$ cat src/iocfs_pkg.sv
// Purpose: Shared constants and helpers for the I/O channel function selector.
// Assumes: Five channels; the fifth is the one with the current output driver.
// Notes: Channel indices are zero based; channel three is index 2.
package iocfs_pkg;

  // Channel geometry
  localparam int NCH = 5;
  localparam int CODE_W = 5;
  localparam int NFN = 17;
  localparam int SP_W = 16;
  localparam int POS_W = 16;
  localparam int NALM = 4;

  // Channel indices with restricted function sets
  localparam logic [2:0] CH3_IDX = 3'h2;
  localparam logic [2:0] CH4_IDX = 3'h3;
  localparam logic [2:0] CH5_IDX = 3'h4;

  // Function codes, one per selectable channel function
  localparam logic [CODE_W-1:0] FN_OFF = 5'h00;
  localparam logic [CODE_W-1:0] FN_AL1 = 5'h01;
  localparam logic [CODE_W-1:0] FN_AL2 = 5'h02;
  localparam logic [CODE_W-1:0] FN_AL3 = 5'h03;
  localparam logic [CODE_W-1:0] FN_AL4 = 5'h04;
  localparam logic [CODE_W-1:0] FN_CTRL = 5'h05;
  localparam logic [CODE_W-1:0] FN_DI_AM = 5'h06;
  localparam logic [CODE_W-1:0] FN_DI_RUN = 5'h07;
  localparam logic [CODE_W-1:0] FN_DI_RSP = 5'h08;
  localparam logic [CODE_W-1:0] FN_DI_HOLD = 5'h09;
  localparam logic [CODE_W-1:0] FN_DI_PR1 = 5'h0A;
  localparam logic [CODE_W-1:0] FN_AO_C020 = 5'h0B;
  localparam logic [CODE_W-1:0] FN_AO_C420 = 5'h0C;
  localparam logic [CODE_W-1:0] FN_AO_P020 = 5'h0D;
  localparam logic [CODE_W-1:0] FN_AO_P420 = 5'h0E;
  localparam logic [CODE_W-1:0] FN_AO_S020 = 5'h0F;
  localparam logic [CODE_W-1:0] FN_AO_S420 = 5'h10;

  // Reset value of every channel field
  localparam logic [CODE_W-1:0] CFG_RST = FN_OFF;

  // Serial command that drives an unassigned channel
  localparam logic [7:0] SER_CMD_FORCE = 8'h05;

  // Analog source selection
  localparam logic [1:0] AO_SRC_CTRL = 2'h0;
  localparam logic [1:0] AO_SRC_PV = 2'h1;
  localparam logic [1:0] AO_SRC_SP = 2'h2;

  // Channel may hold a digital input (five always; three and four need the digital option; relay option wins on three)
  function automatic logic iocfs_di_ok(input logic [2:0] ch, input logic dio,
                                       input logic r3);
    iocfs_di_ok = (ch == CH5_IDX) || (ch == CH4_IDX && dio) ||
                  (ch == CH3_IDX && dio && !r3);
  endfunction : iocfs_di_ok

  // Whether a function code is legal on a channel under the fitted options
  function automatic logic iocfs_fn_valid(input logic [2:0] ch, input logic [CODE_W-1:0] f,
                                          input logic dio, input logic r3);
    if (ch > CH5_IDX || f > FN_AO_S420)
      iocfs_fn_valid = 1'b0;
    else if (f >= FN_DI_AM && f <= FN_DI_PR1)
      iocfs_fn_valid = iocfs_di_ok(ch, dio, r3);
    else if (f >= FN_AO_C020)
      iocfs_fn_valid = (ch == CH5_IDX);
    else
      iocfs_fn_valid = 1'b1;
  endfunction : iocfs_fn_valid

  // Mask of channels configured with a given function
  function automatic logic [NCH-1:0] iocfs_fn_mask(input logic [NCH-1:0][CODE_W-1:0] cfg,
                                                   input logic [CODE_W-1:0] f);
    for (int i = 0; i < NCH; i++)
      iocfs_fn_mask[i] = (cfg[i] == f);
  endfunction : iocfs_fn_mask

endpackage : iocfs_pkg

$ cat src/iocfs_hold_if.sv
// Purpose: Carries program hold control and setpoint between selector and hold unit.
// Assumes: Both ends run on mclk.
// Notes: No clocking block; plain signals.
`timescale 1ns/1ps
interface iocfs_hold_if;
  import iocfs_pkg::*;
  logic hold;
  logic tick;
  logic [SP_W-1:0] live_sp;
  logic [SP_W-1:0] active_sp;
  logic [POS_W-1:0] pos;
  modport ctl (output hold, output tick, output live_sp, input active_sp, input pos);
  modport unit (input hold, input tick, input live_sp, output active_sp, output pos);
endinterface : iocfs_hold_if

$ cat src/iocfs_hold.sv
// Purpose: Freezes setpoint and program position while the hold input is open.
// Assumes: tick is a one-cycle advance pulse from the profile engine.
// Notes: Position is never reset by hold, only by sys_rst.
`timescale 1ns/1ps
module iocfs_hold (
  // Clock and reset
  input wire logic mclk,
  input wire logic sys_rst,
  // Hold control and results
  iocfs_hold_if.unit hif
);
  import iocfs_pkg::*;

  logic [SP_W-1:0] sp_q;
  logic [POS_W-1:0] pos_q;

  // Setpoint keeps its value from the moment of suspension
  always_ff @(posedge mclk) begin
    if (sys_rst) begin
      sp_q <= '0;
      pos_q <= '0;
    end else if (!hif.hold) begin
      sp_q <= hif.live_sp;
      if (hif.tick)
        pos_q <= pos_q + 16'h0001;
    end
  end

  assign hif.active_sp = sp_q;
  assign hif.pos = pos_q;
endmodule : iocfs_hold

$ cat src/iocfs_sync.sv
// Purpose: Two-stage synchroniser for pin levels.
// Assumes: Inputs are slow levels such as contacts and option straps.
// Notes: First stage feeds only the second stage.
`timescale 1ns/1ps
module iocfs_sync #(
  parameter int W = 7
) (
  // Clock and reset
  input wire logic mclk,
  input wire logic sys_rst,
  // Levels
  input wire logic [W-1:0] d,
  output logic [W-1:0] q
);
  logic [W-1:0] meta_q;

  // Two flops; no contact bounce filtering here
  always_ff @(posedge mclk) begin
    if (sys_rst) begin
      meta_q <= '0;
      q <= '0;
    end else begin
      meta_q <= d;
      q <= meta_q;
    end
  end
endmodule : iocfs_sync

$ cat src/iocfs_top.sv
// Purpose: Assigns one function to each of five I/O channels and applies input functions.
// Assumes: contact_closed and option straps are asynchronous pins; all else is on mclk.
// Notes: Outputs follow configuration one cycle after the field updates.
// Operation
// Unassigned channel is neither driven nor read by any function.
// Unassigned channel stays reachable by serial command 5.
// Any alarm may go to any channel, which follows the alarm state.
// Any channel takes control output; logic pulse only on digital-driver channels.
// Digital inputs only on channels three, four if fitted, and five.
// Auto/manual input: closed means manual, open means automatic.
// Run input: closed enables control and alarm outputs, open disables.
// Remote setpoint input: closed selects remote, open selects main setpoint.
// Program hold input: closed lets program advance, open suspends it.
// While suspended, control stays active at the setpoint held at suspension.
// On reclosing, program continues from the exact suspended point.
// Offered function list per channel holds only its valid functions.
// Analog functions: control, PV and SP, each in 0-20 or 4-20 mA.
// Basic build: channels one, two relays; five current, digital out, digital in.
// Digital option gives three and four in/out; relay option makes three relay.
// Program-one input: closed starts program one, open returns to main setpoint.
// Analog functions only on channel five, refused elsewhere.
// Each channel has its own field, reset to the no-function code.
`timescale 1ns/1ps
module iocfs_top (
  // Clock and reset
  input wire logic mclk,
  input wire logic sys_rst,
  // Option straps (pins)
  input wire logic opt_dio,
  input wire logic opt_relay3,
  // Configuration write and result
  input wire logic cfg_we,
  input wire logic [2:0] cfg_chan,
  input wire logic [iocfs_pkg::CODE_W-1:0] cfg_code,
  output logic cfg_ack,
  output logic cfg_err,
  // Configuration readback and offered list
  input wire logic [2:0] list_chan,
  output logic [iocfs_pkg::NFN-1:0] list_mask,
  output logic [iocfs_pkg::NCH*iocfs_pkg::CODE_W-1:0] cfg_codes,
  // Serial link drive of unassigned channels
  input wire logic ser_we,
  input wire logic [7:0] ser_cmd,
  input wire logic [2:0] ser_chan,
  input wire logic ser_level,
  // Controller sources
  input wire logic [iocfs_pkg::NALM-1:0] alarm_state,
  input wire logic ctrl_demand,
  input wire logic prog_tick,
  input wire logic [iocfs_pkg::SP_W-1:0] live_sp,
  // Channel pins
  input wire logic [iocfs_pkg::NCH-1:0] contact_closed,
  output logic [iocfs_pkg::NCH-1:0] ch_out,
  output logic [iocfs_pkg::NCH-1:0] ch_oe,
  output logic [iocfs_pkg::NCH-1:0] ch_pulse_form,
  // Analog output selection on channel five
  output logic ao_en,
  output logic [1:0] ao_src,
  output logic ao_live_zero,
  // Input-driven modes
  output logic manual_mode,
  output logic run_enable,
  output logic remote_sp_sel,
  output logic program_advance,
  output logic program_one_select,
  output logic [iocfs_pkg::SP_W-1:0] active_sp,
  output logic [iocfs_pkg::POS_W-1:0] prog_pos
);
  import iocfs_pkg::*;

  logic [NCH-1:0][CODE_W-1:0] cfg_q;
  logic [NCH-1:0] ser_own_q;
  logic [NCH-1:0] ser_lvl_q;
  logic [NCH-1:0] ch_out_q, ch_out_d;
  logic [NCH-1:0] ch_oe_q, ch_oe_d;
  logic [NCH-1:0] pulse_q, pulse_d;
  logic cfg_ack_q, cfg_err_q;
  logic [NFN-1:0] list_q, list_d;
  logic manual_q, run_q, remote_q, advance_q, pr1_q;
  logic ao_en_q, ao_live_zero_q;
  logic [1:0] ao_src_q;
  logic [6:0] pin_s;

  // Contacts and straps cross into mclk before use
  iocfs_sync #(.W(7)) u_sync (
    .mclk(mclk),
    .sys_rst(sys_rst),
    .d({opt_relay3, opt_dio, contact_closed}),
    .q(pin_s)
  );

  wire [NCH-1:0] contact_s = pin_s[NCH-1:0];
  wire dio_s = pin_s[5];
  wire r3_s = pin_s[6];

  // Write decode; an illegal pair leaves the field untouched
  wire cfg_ok = iocfs_fn_valid(cfg_chan, cfg_code, dio_s, r3_s);
  wire cfg_take = cfg_we && cfg_ok;
  wire ser_go = ser_we && (ser_cmd == SER_CMD_FORCE) && (ser_chan <= CH5_IDX);

  // Per-function channel masks; an unassigned channel matches only off_m
  wire [NCH-1:0] am_m = iocfs_fn_mask(cfg_q, FN_DI_AM);
  wire [NCH-1:0] run_m = iocfs_fn_mask(cfg_q, FN_DI_RUN);
  wire [NCH-1:0] rsp_m = iocfs_fn_mask(cfg_q, FN_DI_RSP);
  wire [NCH-1:0] hold_m = iocfs_fn_mask(cfg_q, FN_DI_HOLD);
  wire [NCH-1:0] pr1_m = iocfs_fn_mask(cfg_q, FN_DI_PR1);
  wire [NCH-1:0] off_m = iocfs_fn_mask(cfg_q, FN_OFF);

  // Several channels with one function act as a wired OR of closed contacts
  wire manual_d = |(am_m & contact_s);
  wire run_d = (run_m == '0) || |(run_m & contact_s);
  wire remote_d = |(rsp_m & contact_s);
  wire advance_d = (hold_m == '0) || |(hold_m & contact_s);
  wire pr1_d = |(pr1_m & contact_s);
  wire [CODE_W-1:0] ch5_code = cfg_q[CH5_IDX];

  // Channel fields, writes take one edge
  always_ff @(posedge mclk) begin
    if (sys_rst) begin
      cfg_q <= {NCH{CFG_RST}};
    end else if (cfg_take) begin
      cfg_q[cfg_chan] <= cfg_code;
    end
  end

  // Write result pulses
  always_ff @(posedge mclk) begin
    if (sys_rst) begin
      cfg_ack_q <= 1'b0;
      cfg_err_q <= 1'b0;
    end else begin
      cfg_ack_q <= cfg_take;
      cfg_err_q <= cfg_we && !cfg_ok;
    end
  end

  // Serial ownership of unassigned channels; an assigned channel ignores it
  always_ff @(posedge mclk) begin
    if (sys_rst) begin
      ser_own_q <= '0;
      ser_lvl_q <= '0;
    end else begin
      for (int i = 0; i < NCH; i++) begin
        if (ser_go && ser_chan == 3'(i) && off_m[i]) begin
          ser_own_q[i] <= 1'b1;
          ser_lvl_q[i] <= ser_level;
        end else if (cfg_take && cfg_chan == 3'(i)) begin
          ser_own_q[i] <= 1'b0;
        end
      end
    end
  end

  // Per-channel drive from its function
  always_comb begin
    ch_out_d = '0;
    ch_oe_d = '0;
    pulse_d = '0;
    for (int i = 0; i < NCH; i++) begin
      case (cfg_q[i])
        FN_OFF: begin
          ch_oe_d[i] = ser_own_q[i];
          ch_out_d[i] = ser_lvl_q[i] & ser_own_q[i];
        end
        FN_AL1, FN_AL2, FN_AL3, FN_AL4: begin
          ch_oe_d[i] = 1'b1;
          ch_out_d[i] = alarm_state[2'(cfg_q[i] - FN_AL1)] & run_q;
        end
        FN_CTRL: begin
          ch_oe_d[i] = 1'b1;
          ch_out_d[i] = ctrl_demand & run_q;
          pulse_d[i] = iocfs_di_ok(3'(i), dio_s, r3_s);
        end
        default: begin
          ch_oe_d[i] = 1'b0;
          ch_out_d[i] = 1'b0;
        end
      endcase
    end
  end

  // Offered function list for the queried channel
  always_comb begin
    list_d = '0;
    for (int f = 0; f < NFN; f++)
      list_d[f] = iocfs_fn_valid(list_chan, CODE_W'(f), dio_s, r3_s);
  end

  // Registered pins, modes and list
  always_ff @(posedge mclk) begin
    if (sys_rst) begin
      ch_out_q <= '0;
      ch_oe_q <= '0;
      pulse_q <= '0;
      list_q <= '0;
      manual_q <= 1'b0;
      run_q <= 1'b1;
      remote_q <= 1'b0;
      advance_q <= 1'b1;
      pr1_q <= 1'b0;
    end else begin
      ch_out_q <= ch_out_d;
      ch_oe_q <= ch_oe_d;
      pulse_q <= pulse_d;
      list_q <= list_d;
      manual_q <= manual_d;
      run_q <= run_d;
      remote_q <= remote_d;
      advance_q <= advance_d;
      pr1_q <= pr1_d;
    end
  end

  // Analog function on channel five: source and live zero
  always_ff @(posedge mclk) begin
    if (sys_rst) begin
      ao_en_q <= 1'b0;
      ao_src_q <= AO_SRC_CTRL;
      ao_live_zero_q <= 1'b0;
    end else begin
      ao_en_q <= (ch5_code >= FN_AO_C020);
      ao_live_zero_q <= (ch5_code == FN_AO_C420) || (ch5_code == FN_AO_P420) ||
                        (ch5_code == FN_AO_S420);
      if (ch5_code == FN_AO_P020 || ch5_code == FN_AO_P420)
        ao_src_q <= AO_SRC_PV;
      else if (ch5_code == FN_AO_S020 || ch5_code == FN_AO_S420)
        ao_src_q <= AO_SRC_SP;
      else
        ao_src_q <= AO_SRC_CTRL;
    end
  end

  // Program hold unit keeps setpoint and position across suspension
  iocfs_hold_if hif ();
  assign hif.hold = !advance_q;
  assign hif.tick = prog_tick;
  assign hif.live_sp = live_sp;

  iocfs_hold u_hold (
    .mclk(mclk),
    .sys_rst(sys_rst),
    .hif(hif)
  );

  // Output ports
  assign cfg_ack = cfg_ack_q;
  assign cfg_err = cfg_err_q;
  assign list_mask = list_q;
  assign cfg_codes = cfg_q;
  assign ch_out = ch_out_q;
  assign ch_oe = ch_oe_q;
  assign ch_pulse_form = pulse_q;
  assign ao_en = ao_en_q;
  assign ao_src = ao_src_q;
  assign ao_live_zero = ao_live_zero_q;
  assign manual_mode = manual_q;
  assign run_enable = run_q;
  assign remote_sp_sel = remote_q;
  assign program_advance = advance_q;
  assign program_one_select = pr1_q;
  assign active_sp = hif.active_sp;
  assign prog_pos = hif.pos;
endmodule : iocfs_top

$ cat config.mk
export PLATFORM = sky130hd
export DESIGN_NAME = iocfs_top
export DESIGN_NICKNAME = d
export VERILOG_FILES = /design/src/iocfs_pkg.sv /design/src/iocfs_hold_if.sv /design/src/iocfs_hold.sv /design/src/iocfs_sync.sv /design/src/iocfs_top.sv
export SDC_FILE = /design/constraint.sdc
export NUM_CORES = 1
export LEC_CHECK = 0
export ABC_AREA = 1
export CORE_MARGIN = 3
export CORE_UTILIZATION = 30
export DETAILED_ROUTE_END_ITERATION = 10
export DONT_BUFFER_PORTS = 1
export GPL_TIMING_DRIVEN = 0
export PLACE_DENSITY = 0.41
export SYNTH_ARGS = -nofsm -noshare
export SYNTH_HDL_FRONTEND = slang
export SYNTH_SLANG_ARGS = --single-unit
$ cat constraint.sdc
create_clock -name mclk -period 3.6 [get_ports mclk]
set_input_delay 0.18 -clock mclk [delete_from_list [all_inputs] [get_ports mclk]]
set_output_delay 0.18 -clock mclk [all_outputs]
set_load 0.05 [all_outputs]
== Yosys cells after proc, flatten, opt, wreduce, memory -nomap -nowiden ==
Index checks and enable logic that the tools add are counted.

* Register bits: 119
* Latch bits: 0
* Memory bits (writable): 0
* Memory bits (read-only): 0
* Input port bits: 56
* Output and inout port bits: 100
* Word-level logic and storage cells: 259
* Memories: 0

* Add/sub/neg operators: 6
* Multipliers: 0
* Divide/modulo/power cells: 0
* Order comparisons: 15
* Eq/ne operators: 67
* Shifts and indexed selects: 0
* Mux-type cells: 42
* Bitwise operators: 18
* Reduce and logical (&&, ||, !) cells: 74

{| class="wikitable"
|+ Operators by type and width
! kind !! number
|-
| $eq 5x3->1 const B || 20
|-
| $eq 5x4->1 const B || 19
|-
| $eq 5x2->1 const B || 10
|-
| $reduce_or 5->1 || 10
|-
| $logic_not 5->1 || 7
|-
| $logic_and 1x1->1 || 28
|-
| $and 5x5->5 || 5
|-
| $bwmux 25 || 1
|-
| $eq 5x1->1 const B || 5
|-
| $mux 1 || 23
|-
| $reduce_or 4->1 || 5
|-
| $eq 3x2->1 const B || 6
|-
| $add 16x1->16 const B || 1
|-
| $demux 5 s3 || 1
|-
| $lt 2x3->1 const B || 5
|-
| $pmux 1 s3 || 5
|-
| $and 1x1->1 || 11
|-
| $logic_or 1x1->1 || 11
|-
| $bmux 1 s2 || 5
|-
| $ge 5x4->1 const B || 2
|-
| $pmux 1 s2 || 5
|-
| $reduce_bool 2->1 || 5
|-
| $sub 2x1->2 const B || 5
|-
| $eq 3x3->1 const B || 3
|-
| 17 further kinds || 24
|}

== Logic depth before layout (Yosys ltp) ==
Gate-level depths: netlist (run 1).

* Word-level depth: 10
* Gate-level depth with buffers: 11
* Gate-level depth less buffers: 11

== Modules after synthesis ==
A second synthesis (run 1) with hierarchy kept.

* Cells, all modules: 767
* Area total of the unflattened synthesis: 5,426.5 µm²

{| class="wikitable"
|+ Modules (own cells, without submodules)
! module !! times used !! cells an instance !! area an instance (µm²) !! sequential area each (µm²)
|-
| iocfs_top || 1 || 533 || 3,638.5 || 1,241.2
|-
| iocfs_hold || 1 || 191 || 1,391.3 || 640.6
|-
| iocfs_sync || 1 || 43 || 396.6 || 280.3
|}

== Least setup slack after synthesis (run 1) ==
No wires, ideal clock.

* Path type: reg-to-reg
* From: register cfg_q, in the netlist cfg_codes[5]
* To: register ch_out_q[1], in the netlist ch_out[1]
* Library setup time: 0.109 ns
* Data arrival time: 1.725 ns
* Required time: 3.491 ns
* Slack: 1.767 ns
* Stages on the path, launching flop included: 9
* Buffers on the path: 0
* Period minus slack after synthesis: 1.833 ns
* Cell sequence: dfxtp_1 inv_1 ha_1 o31ai_1 nand2_1 nand3_1 o221ai_1 nand2_1 inv_1

* Cells in the longest elaborated chain, start to end: 5
* Elaborated cells on any way between the ends: 12
* Those cells by class: add/sub: 1; eq/ne: 5; mux: 3; bitwise: 1; reduce/logical: 2

{| class="wikitable"
|+ RTL lines
! element !! RTL line !! RTL
|-
| start: declaration || iocfs_top.sv:71 || <nowiki>logic [NCH-1:0][CODE_W-1:0] cfg_q;</nowiki>
|-
| start signal: assignment || iocfs_top.sv:120 || <nowiki>cfg_q <= {NCH{CFG_RST}};</nowiki>
|-
| start signal: indexed assignment || iocfs_top.sv:122 || <nowiki>cfg_q[cfg_chan] <= cfg_code;</nowiki>
|-
| $sub 2x1->2 || iocfs_top.sv:167 || <nowiki>ch_out_d[i] = alarm_state[2'(cfg_q[i] - FN_AL1)] & run_q;</nowiki>
|-
| $bmux 1 s2 || iocfs_top.sv:167 ||
|-
| $mux 1 (implied by the code) || iocfs_top.sv:167 ||
|-
| $and 1x1->1 || iocfs_top.sv:167 ||
|-
| $pmux 1 s3 * || iocfs_top.sv:160 || <nowiki>case (cfg_q[i])</nowiki>
|-
| end signal: assignment || iocfs_top.sv:202 || <nowiki>ch_out_q <= ch_out_d;</nowiki>
|-
| end: declaration || iocfs_top.sv:74 || <nowiki>logic [NCH-1:0] ch_out_q, ch_out_d;</nowiki>
|}

Every way passes the cells marked *; elsewhere a longest branch is shown, timed or not. The select of a mux whose other input is x is not followed.
A chain may end at the register's enable or synchronous reset.

== Worst setup path after layout (run 1) ==
* From: register cfg_q, in the netlist ch5_code[0]
* To: register ch_out_q[4], in the netlist ch_out[4]

Same word-level chain as after synthesis.

==> impl_metrics.json, run 1 <==
{
  "synth_top_area_frac": 0.4022,
  "grt.met3_usage": 0.05017,
  "postCtsHoldBufs": 29,
  "nets": 886,
  "tightestPinTransition_ps": 895.1,
  "antenna_found_initial": 0,
  "grt_pass1_wl_mm": 26.92,
  "slowest_delay_ps": 810,
  "numPortBuffers": 0,
  "grt_max_degree": 18,
  "worst_hold_slack_ps": 33.63,
  "die_w_um": 139.9,
  "final_cells": 1039,
  "required_ps": 3850,
  "tns_ps": 0,
  "start_kind": "flop",
  "numCtsBuffers": 9,
  "place.gp.congestion": 0.9467,
  "cts_max_level": 3,
  "min_period_ps": 2213,
  "setup_ws_ps": 1387,
  "met1_usage": 0.2182,
  "synth_cell_types": 37,
  "synth.top_cells.by_area": "dfxtp_1, nor2_1, inv_1",
  "cts_sinks": 108,
  "synth.cell_area_um2": 5375,
  "max_cap_violations": 0,
  "synth_area_per_cell_um2": 6.999,
  "dp_slack_ps": 1373,
  "place_area_um2": 5660,
  "synth_ff_type": "dfxtp_1",
  "path_buf_inv": 2,
  "rsz0062_at_grt": "no",
  "cts-resized-gates": 0,
  "syn2layout_area_growth_pct": 17.04,
  "clkLatencyLatePin_ps": 360,
  "grt_pass1_vias": 4896,
  "timing.final.crit_share": 0.6149,
  "clockBufferDepth": 2,
  "drtIter0Drc": 284,
  "power_mw": 2.664,
  "vdd_drop_max_v": 0.0002593,
  "globalRoute.busiestLayer": "met2",
  "worstPathCellList": "inv_1 > ha_1 > nor3_1 > nor3_1 > o211ai_1 > nand3_1 > nand2_1 > inv_1",
  "yosysSeqAreaShare": 0.4022,
  "gr-usage-met2": 0.2869,
  "clockRootBuffer": "clkbuf_16",
  "core_region_area_um2": 17420,
  "finalClockSkew_ps": 7.047,
  "core.rowCount": 48,
  "min_path_type": "in2reg",
  "power_density_nw_per_um2": 423.5,
  "critPathMaxFanout": 9,
  "ioPinCount": 156,
  "setup_violations": 0,
  "antenna_left": 0,
  "fin_area_um2": 6291,
  "layout_commonest_cell": "nor2_1",
  "gr-total-overflow": 0,
  "dr.pass1.iters": 5,
  "dieArea_um2": 19560,
  "vias_per_cell": 4.871,
  "path_class": "reg2reg",
  "n_fill_cell": 1857,
  "cpLargestDelayFamily": "flip-flops",
  "drive_above_1_share": 0.07125,
  "yosysTopAreaCell": "dfxtp_1",
  "layout_common_cells": "nor2_1, inv_1, dfxtp_1",
  "crit_path_end_kind": "flop",
  "cts_tree": "done",
  "crit_slowest_cell": "dfxtp_1",
  "clkTransAtPathRegs_ps": 70,
  "totalWireLength_mm": 17.24,
  "initial_core_util": 0.3086,
  "status": "completed",
  "antenna_cells": 0,
  "synth_edf_count": 0,
  "slew_violations": 0,
  "leakage_nw": 2.669,
  "max_freq_mhz": 451.8,
  "hold_violations": 0,
  "final_util": 0.3612,
  "postSynth.asyncResetShare": 0,
  "maxSlewHeadroom": 0.4033,
  "placedCellCount": 994,
  "cp_data_arrival_time_ps": 2470,
  "synth_seq_cells": 108,
  "track_usage": 0.1741,
  "yosys_warnings": 0,
  "wire_per_inst_um": 16.59,
  "post_cts_buffers": 0,
  "via_count": 5061,
  "die_y_um": 139.9,
  "synth_cells": 768,
  "dp_hpwl_mm": 13.50,
  "route.detailed.drc": 0
}
[where the power goes]
group	internal [mW]	switching [mW]
clock network	0.684	0.468
registers	1.22	0.0817
logic	0.0751	0.137
total	1.98	0.687
[final cells by class]
cell class              count  area (um^2)  share of cell area
multi-input cells         507         2544              0.4043
flip-flops and latches    108         2162              0.3437
inverters                 119        446.7             0.07100
repair buffers             29        290.3             0.04614
well taps                 225        281.5             0.04475
clock buffers              10        229.0             0.03640
plain buffers              35        226.5             0.03600
clock inverters             6        111.4             0.01770
[state kept, by name (all words and copies together) (netlist names), 5 cells and up]
register	flops
u_hold.hif.active_sp	16
u_sync.q	7
u_hold.hif.pos	16
ch5_code	5
cfg_codes	20
u_sync.meta_q	7
ser_own_q	5
ser_lvl_q	5
ch_out	5
ch_oe	5
[synth_stat cells, types with 5 or more instances]
cell / instances
inv_1: 113
nand3_1: 35
inv_2: 6
buf_4: 21
nor2_2: 7
a41oi_1: 5
nor3_1: 24
a21oi_1: 31
o21ai_0: 49
nand2_1: 107
ha_1: 21
nor2_1: 153
nand4_1: 34
clkbuf_1: 11
a31oi_1: 8
xor2_1: 5
nor4_1: 5
dfxtp_1: 108
[layer usage]
layer,part of all wire,up-vias
met5,0,-
met1,0.43,2336
met3,0.084,21
met4,0.020,0
li1,-,2536
met2,0.47,168
[final timing paths]
kind               startpoint      endpoint  slack (ps)  depth (start not counted)
min reg2reg  u_sync.meta_q[0]   u_sync.q[0]         410                          2
max reg2reg       ch5_code[0]     ch_out[4]        1390                          8
max               ch5_code[0]     ch_out[4]        1390                          8
min                 ser_level  ser_lvl_q[0]          30                          2
[cells by family (layout without fill, tap and decap cells)]
kind of cell,count (synthesis),after routing,share of synthesized area
other,1,2,0.0006977
and+or+nand+nor,373,373,0.3042
adders and majority gates,21,21,0.04888
AOI/OAI and AO/OA,105,105,0.1089
DFF,108,108,0.4022
buffers and inverters,154,199,0.1252
xor gates and xnor gates,6,6,0.009776
[worst register-to-register path: stages (launching register included)]
cell,delay [ps]
dfxtp_1,810
inv_1,190
ha_1,260
nor3_1,230
nor3_1,110
o211ai_1,220
nand3_1,130
nand2_1,120
inv_1,50
(Power assumes the default switching activity.)
==> inputs of run 2 (changes only) <==
--- a/config.mk
+++ b/config.mk
@@ -5,7 +5,7 @@
 export SDC_FILE = /design/constraint.sdc
 export NUM_CORES = 1
 export LEC_CHECK = 0
-export ABC_AREA = 1
+export ABC_AREA = 0
 export CORE_MARGIN = 3
 export CORE_UTILIZATION = 30
 export DETAILED_ROUTE_END_ITERATION = 10
==> constraint.sdc (replaced) <==
create_clock -name mclk -period 2.3 [get_ports mclk]
set_input_delay 0.115 -clock mclk [delete_from_list [all_inputs] [get_ports mclk]]
set_output_delay 0.115 -clock mclk [all_outputs]
set_load 0.05 [all_outputs]
==> impl_metrics.json, run 2 <==
{
  "min_path_type": "in2reg",
  "layout_commonest_cell": "dfxtp_1",
  "syn2layout_area_growth_pct": 18.95,
  "synth_area_per_cell_um2": 9.385,
  "setup_violations": 0,
  "whs_path_depth": 2,
  "grt_max_degree": 18,
  "crit_slowest_cell": "dfxtp_1",
  "placedCellCount": 744,
  "route.detailed.drc": 0,
  "synth_ff_type": "dfxtp_1",
  "rsz0062_at_grt": "no",
  "path_class": "reg2reg",
  "required_ps": 2560,
  "seq_power_share": 0.519,
  "antenna_found_initial": 0,
  "cts_sinks": 108,
  "tns_ps": 0,
  "min_to": "ch_out[1]",
  "antenna_left": 0,
  "initial_core_util": 0.3091,
  "dieArea_um2": 18060,
  "place_area_um2": 5220,
  "synth_cell_types": 56,
  "synth_most_common_cell": "dfxtp_1",
  "totalWireLength_mm": 15.53,
  "ioPinCount": 156,
  "yosysSeqAreaShare": 0.4371,
  "core.rowCount": 46,
  "slowest_delay_ps": 640,
  "cts_max_level": 3,
  "fin_area_um2": 5883,
  "numPortBuffers": 0,
  "cp_data_arrival_time_ps": 2450,
  "r2r_setup_slack_ps": 110,
  "maxSlewHeadroom": 0.4673,
  "power_density_nw_per_um2": 664.9,
  "synth_seq_cells": 108,
  "die_y_um": 134.4,
  "worst_hold_slack_ps": 2.119,
  "grt_pass1_vias": 4098,
  "final_cells": 795,
  "synth.cell_area_um2": 4946,
  "clockRootBuffer": "clkbuf_16",
  "synth_top_area_frac": 0.4371,
  "final_util": 0.3677,
  "hold_violations": 0,
  "min_period_ps": 2190,
  "track_usage": 0.1715,
  "post_cts_buffers": 0,
  "max_cap_violations": 0,
  "tightestPinTransition_ps": 798.0,
  "antenna_cells": 0,
  "drive_above_1_share": 0.08981,
  "timing.final.crit_share": 0.9522,
  "gr-total-overflow": 0,
  "n_fill_cell": 1696,
  "via_count": 4036,
  "p_comb_frac": 0.070,
  "synth.top_cells.by_area": "dfxtp_1, mux2i_1, ha_1",
  "vias_per_cell": 5.077,
  "dr.pass1.iters": 5,
  "dp_slack_ps": -18.93,
  "finalClockSkew_ps": 10.11,
  "worstRegToRegCells": 5,
  "synth_edf_count": 0,
  "cpLargestDelayFamily": "compound AO/OA/AOI/OAI gates",
  "synth_common_cells": "dfxtp_1, nand2_1, nor2_1",
  "power_switching_mw": 1.014,
  "worstPathCellList": "clkbuf_1 > nor4_1 > a2111oi_0 > nand3_1 > a31oi_1",
  "slew_violations": 0,
  "layout_common_cells": "dfxtp_1, nor2_1, nand2_1",
  "setup_ws_ps": 110.0,
  "drtIter0Drc": 214,
  "path_buf_inv": 1,
  "max_freq_mhz": 456.6,
  "clkTransAtPathRegs_ps": 70,
  "yosysTopAreaCell": "dfxtp_1",
  "nets": 651,
  "pwr-share-clk": 0.410,
  "vdd_drop_max_v": 0.0003321,
  "r2r_start": "ch5_code[2]",
  "critPathMaxFanout": 9,
  "clkLatencyLatePin_ps": 350,
  "power_mw": 3.912,
  "swShare": 0.2592,
  "grt_pass1_wl_mm": 23.72,
  "die_w_um": 134.4,
  "worstReg2RegEnd": "ch_out[4]",
  "cts_tree": "done",
  "min-delay-start": "ctrl_demand",
  "place.gp.congestion": 0.8999,
  "leakage_nw": 2.321,
  "internal_power_mw": 2.898,
  "synth_cells": 527,
  "core_region_area_um2": 16000,
  "largest_reg_flops": 20,
  "clockBufferDepth": 2,
  "dp_hpwl_mm": 11.90,
  "postSynth.asyncResetShare": 0,
  "crit_path_end_kind": "flop",
  "numCtsBuffers": 9,
  "yosys_warnings": 0,
  "wire_per_inst_um": 19.53,
  "start_kind": "flop",
  "status": "completed"
}
run 2: layout make-up:
cell class	count	area, um^2	area share
multi-input combinational	368	2527	0.4296
sequential	108	2167	0.3684
timing repair buffer	35	350.3	0.05955
tap	216	270.3	0.04594
clock buffer	11	242.7	0.04126
buffer	37	209.0	0.03552
clock inverter	5	60.06	0.01021
inverter	15	56.30	0.009570
run 2: cell families after synthesis:
logic type | count (synthesis) | synth area share
AOI/OAI and AO/OA | 64 | 0.08981
xor gates and xnor gates | 12 | 0.02125
adders and majority gates | 21 | 0.05312
buffers and inverters | 52 | 0.05363
DFF | 108 | 0.4371
muxes | 41 | 0.09562
other | 1 | 0.0007582
and+or+nand+nor | 228 | 0.2487
run 2: how the worst max path moves through the flow:
stage	start	end	slack [ps]	cells after the start
after floorplan	ch5_code[0]	ch_out[4]	390	5
after global placement	ch5_code[0]	ch_out[4]	-60	5
after detailed placement	ch5_code[0]	ch_out[4]	-20	5
after CTS	ch5_code[1]	ch_out[4]	70	5
after global routing	cfg_codes[15]	ser_lvl_q[3]	20	5
final	ch5_code[2]	ch_out[4]	110	5
run 2: power groups by stage:
stage          registers (mW)  logic, mW  clock network [mW]
2_1_floorplan            2.06      0.178                   0
3_3_place_gp             2.07      0.229                   0
3_5_place_dp             2.07      0.229                   0
4_1_cts                  2.03      0.280                1.66
5_1_grt                  2.04      0.300                1.73
6_report                 2.03      0.276                1.61
run 2: layer usage:
| layer | routed length (um) | global-route usage | vias up |
|---|---|---|---|
| li1 | - | - | 1970 |
| met1 | 6586 | 0.2032 | 1913 |
| met2 | 7509 | 0.2947 | 139 |
| met3 | 1252 | 0.05739 | 14 |
| met4 | 178 | 0.05204 | 0 |
| met5 | 0 | 0 | - |
run 2: repair_timing:
action                     in CTS  in global routing
hold buffers                   35                  0
setup endpoints to repair       3                  3
hold endpoints to repair       36                  0
gates resized for setup         2                  3
==> inputs of run 3 (changes only) <==
--- a/config.mk
+++ b/config.mk
@@ -6,12 +6,13 @@
 export NUM_CORES = 1
 export LEC_CHECK = 0
 export ABC_AREA = 0
-export CORE_MARGIN = 3
+export CORE_MARGIN = 10
 export CORE_UTILIZATION = 30
 export DETAILED_ROUTE_END_ITERATION = 10
 export DONT_BUFFER_PORTS = 1
 export GPL_TIMING_DRIVEN = 0
 export PLACE_DENSITY = 0.41
+export SLEW_MARGIN = 25
 export SYNTH_ARGS = -nofsm -noshare
 export SYNTH_HDL_FRONTEND = slang
 export SYNTH_SLANG_ARGS = --single-unit
==> impl_metrics.json, run 3 (synthesis gave the netlist of run 2 again) <==
{
  "track_usage": 0.1497,
  "numCtsBuffers": 9,
  "drtIter0Drc": 352,
  "cts_sinks": 108,
  "finalClockSkew_ps": 8.894,
  "route.detailed.drc": 0,
  "max_freq_mhz": 456.9,
  "required_ps": 2500,
  "dieArea_um2": 22020,
  "slowest_delay_ps": 780,
  "final_cells": 795,
  "slew_violations": 0,
  "drive_above_1_share": 0.08808,
  "layout_commonest_cell": "dfxtp_1",
  "place.gp.congestion": 0.8940,
  "gr-total-overflow": 0,
  "antenna_found_initial": 0,
  "clockBufferDepth": 2,
  "clkLatencyLatePin_ps": 360,
  "die_y_um": 148.4,
  "grt_pass1_vias": 4114,
  "final_util": 0.3668,
  "critPathMaxFanout": 6,
  "power_density_nw_per_um2": 646.6,
  "r2r_setup_slack_ps": 110,
  "vias_per_cell": 5.192,
  "path_class": "reg2reg",
  "totalWireLength_mm": 17.02,
  "antenna_left": 0,
  "min_period_ps": 2189,
  "via_count": 4128,
  "layout_common_cells": "dfxtp_1, nor2_1, nand2_1",
  "nets": 652,
  "cpLargestDelayFamily": "flip-flops",
  "dr.pass1.iters": 5,
  "cts_tree": "done",
  "max_cap_violations": 0,
  "dp_hpwl_mm": 13.06,
  "whs_path_depth": 2,
  "setup_violations": 0,
  "cp_data_arrival_time_ps": 2390,
  "numPortBuffers": 0,
  "crit_path_end_kind": "flop",
  "leakage_nw": 2.318,
  "start_kind": "flop",
  "wire_per_inst_um": 21.41,
  "timing.final.crit_share": 0.9516,
  "worstPathCellList": "inv_1 > ha_1 > or3_1 > a22o_1 > nand3_1 > a31oi_1",
  "post_cts_buffers": 0,
  "path_depth": 6,
  "core_region_area_um2": 16000,
  "grt_max_degree": 16,
  "n_fill_cell": 1677,
  "syn2layout_area_growth_pct": 18.64,
  "min_path_type": "in2reg",
  "vdd_drop_max_v": 0.0003888,
  "path_buf_inv": 1,
  "ioPinCount": 156,
  "hold_violations": 0,
  "tns_ps": 0,
  "clockRootBuffer": "clkbuf_16",
  "initial_core_util": 0.3091,
  "placedCellCount": 744,
  "die_w_um": 148.4,
  "largest_reg_flops": 20,
  "tightestPinTransition_ps": 821.1,
  "maxSlewHeadroom": 0.4514,
  "status": "completed",
  "worstRegToRegCells": 6,
  "cts_max_level": 3,
  "clkTransAtPathRegs_ps": 70,
  "grt_pass1_wl_mm": 25.27,
  "core.rowCount": 46,
  "crit_slowest_cell": "dfxtp_1",
  "antenna_cells": 0
}
[run 3: cell types whose count changed in the layout (fill, tap and decap cells not counted), sizes merged]
| cell | change |
|---|---|
| dlygate4sd3 | +1 |
| inv | -1 |
| clkinvlp | -1 |
| bufinv | -1 |
| clkbuf | +2 |
[run 3: power by group]
part	leakage (nW)	internal, mW	switching, mW	total [mW]
sequential	0.881	1.91	0.125	2.03
clock	0.135	0.786	0.693	1.48
combinational	1.30	0.113	0.170	0.283
total	2.32	2.81	0.988	3.79
[run 3: path summary, 6_finish.rpt]
check                                     to        startpoint
worst max-delay path               ch_out[1]      cfg_codes[5]
worst max register to register     ch_out[1]      cfg_codes[5]
worst min-delay path            ser_own_q[2]       ser_chan[1]
worst min register to register   u_sync.q[2]  u_sync.meta_q[2]
[run 3: final cells by class]
| cell class | count | area (um^2) | share of cell area |
|---|---|---|---|
| well taps | 216 | 270.3 | 0.04606 |
| repair buffers | 36 | 360.3 | 0.06141 |
| plain buffers | 37 | 209.0 | 0.03561 |
| flip-flops and latches | 108 | 2167 | 0.3693 |
| multi-input cells | 368 | 2535 | 0.4320 |
| inverters | 15 | 56.30 | 0.009595 |
| clock buffers | 13 | 260.3 | 0.04435 |
| clock inverters | 2 | 10.01 | 0.001706 |
[run 3: timing repair]
| action | in CTS | in global routing |
|---|---|---|
| gates resized for setup | 3 | 4 |
| endpoints found under the hold margin | 38 | 0 |
| hold buffers | 36 | 0 |
| endpoints found under the setup margin | 3 | 6 |
[run 3: stage by stage]
step / cell area, um^2 / hold slack [ps] / setup slack, ps / total power [mW]
after global routing: 5868 / 19.63 / -29.46 / 3.944
after floorplan: 4950 / 243.2 / 386.2 / 2.242
after CTS: 5858 / 0.9480 / 28.67 / 3.851
final: 5868 / 21.44 / 111.4 / 3.794
after global placement: 5220 / 243.9 / -45.47 / 2.307
after detailed placement: 5220 / 249.0 / -77.25 / 2.309
[run 3: routing by layer]
metal,up-vias,GRT usage,share of wire
met5,-,0,0
met3,28,0.07585,0.11
li1,1976,-,-
met1,1942,0.1655,0.40
met4,0,0.04856,0.022
met2,182,0.2446,0.47
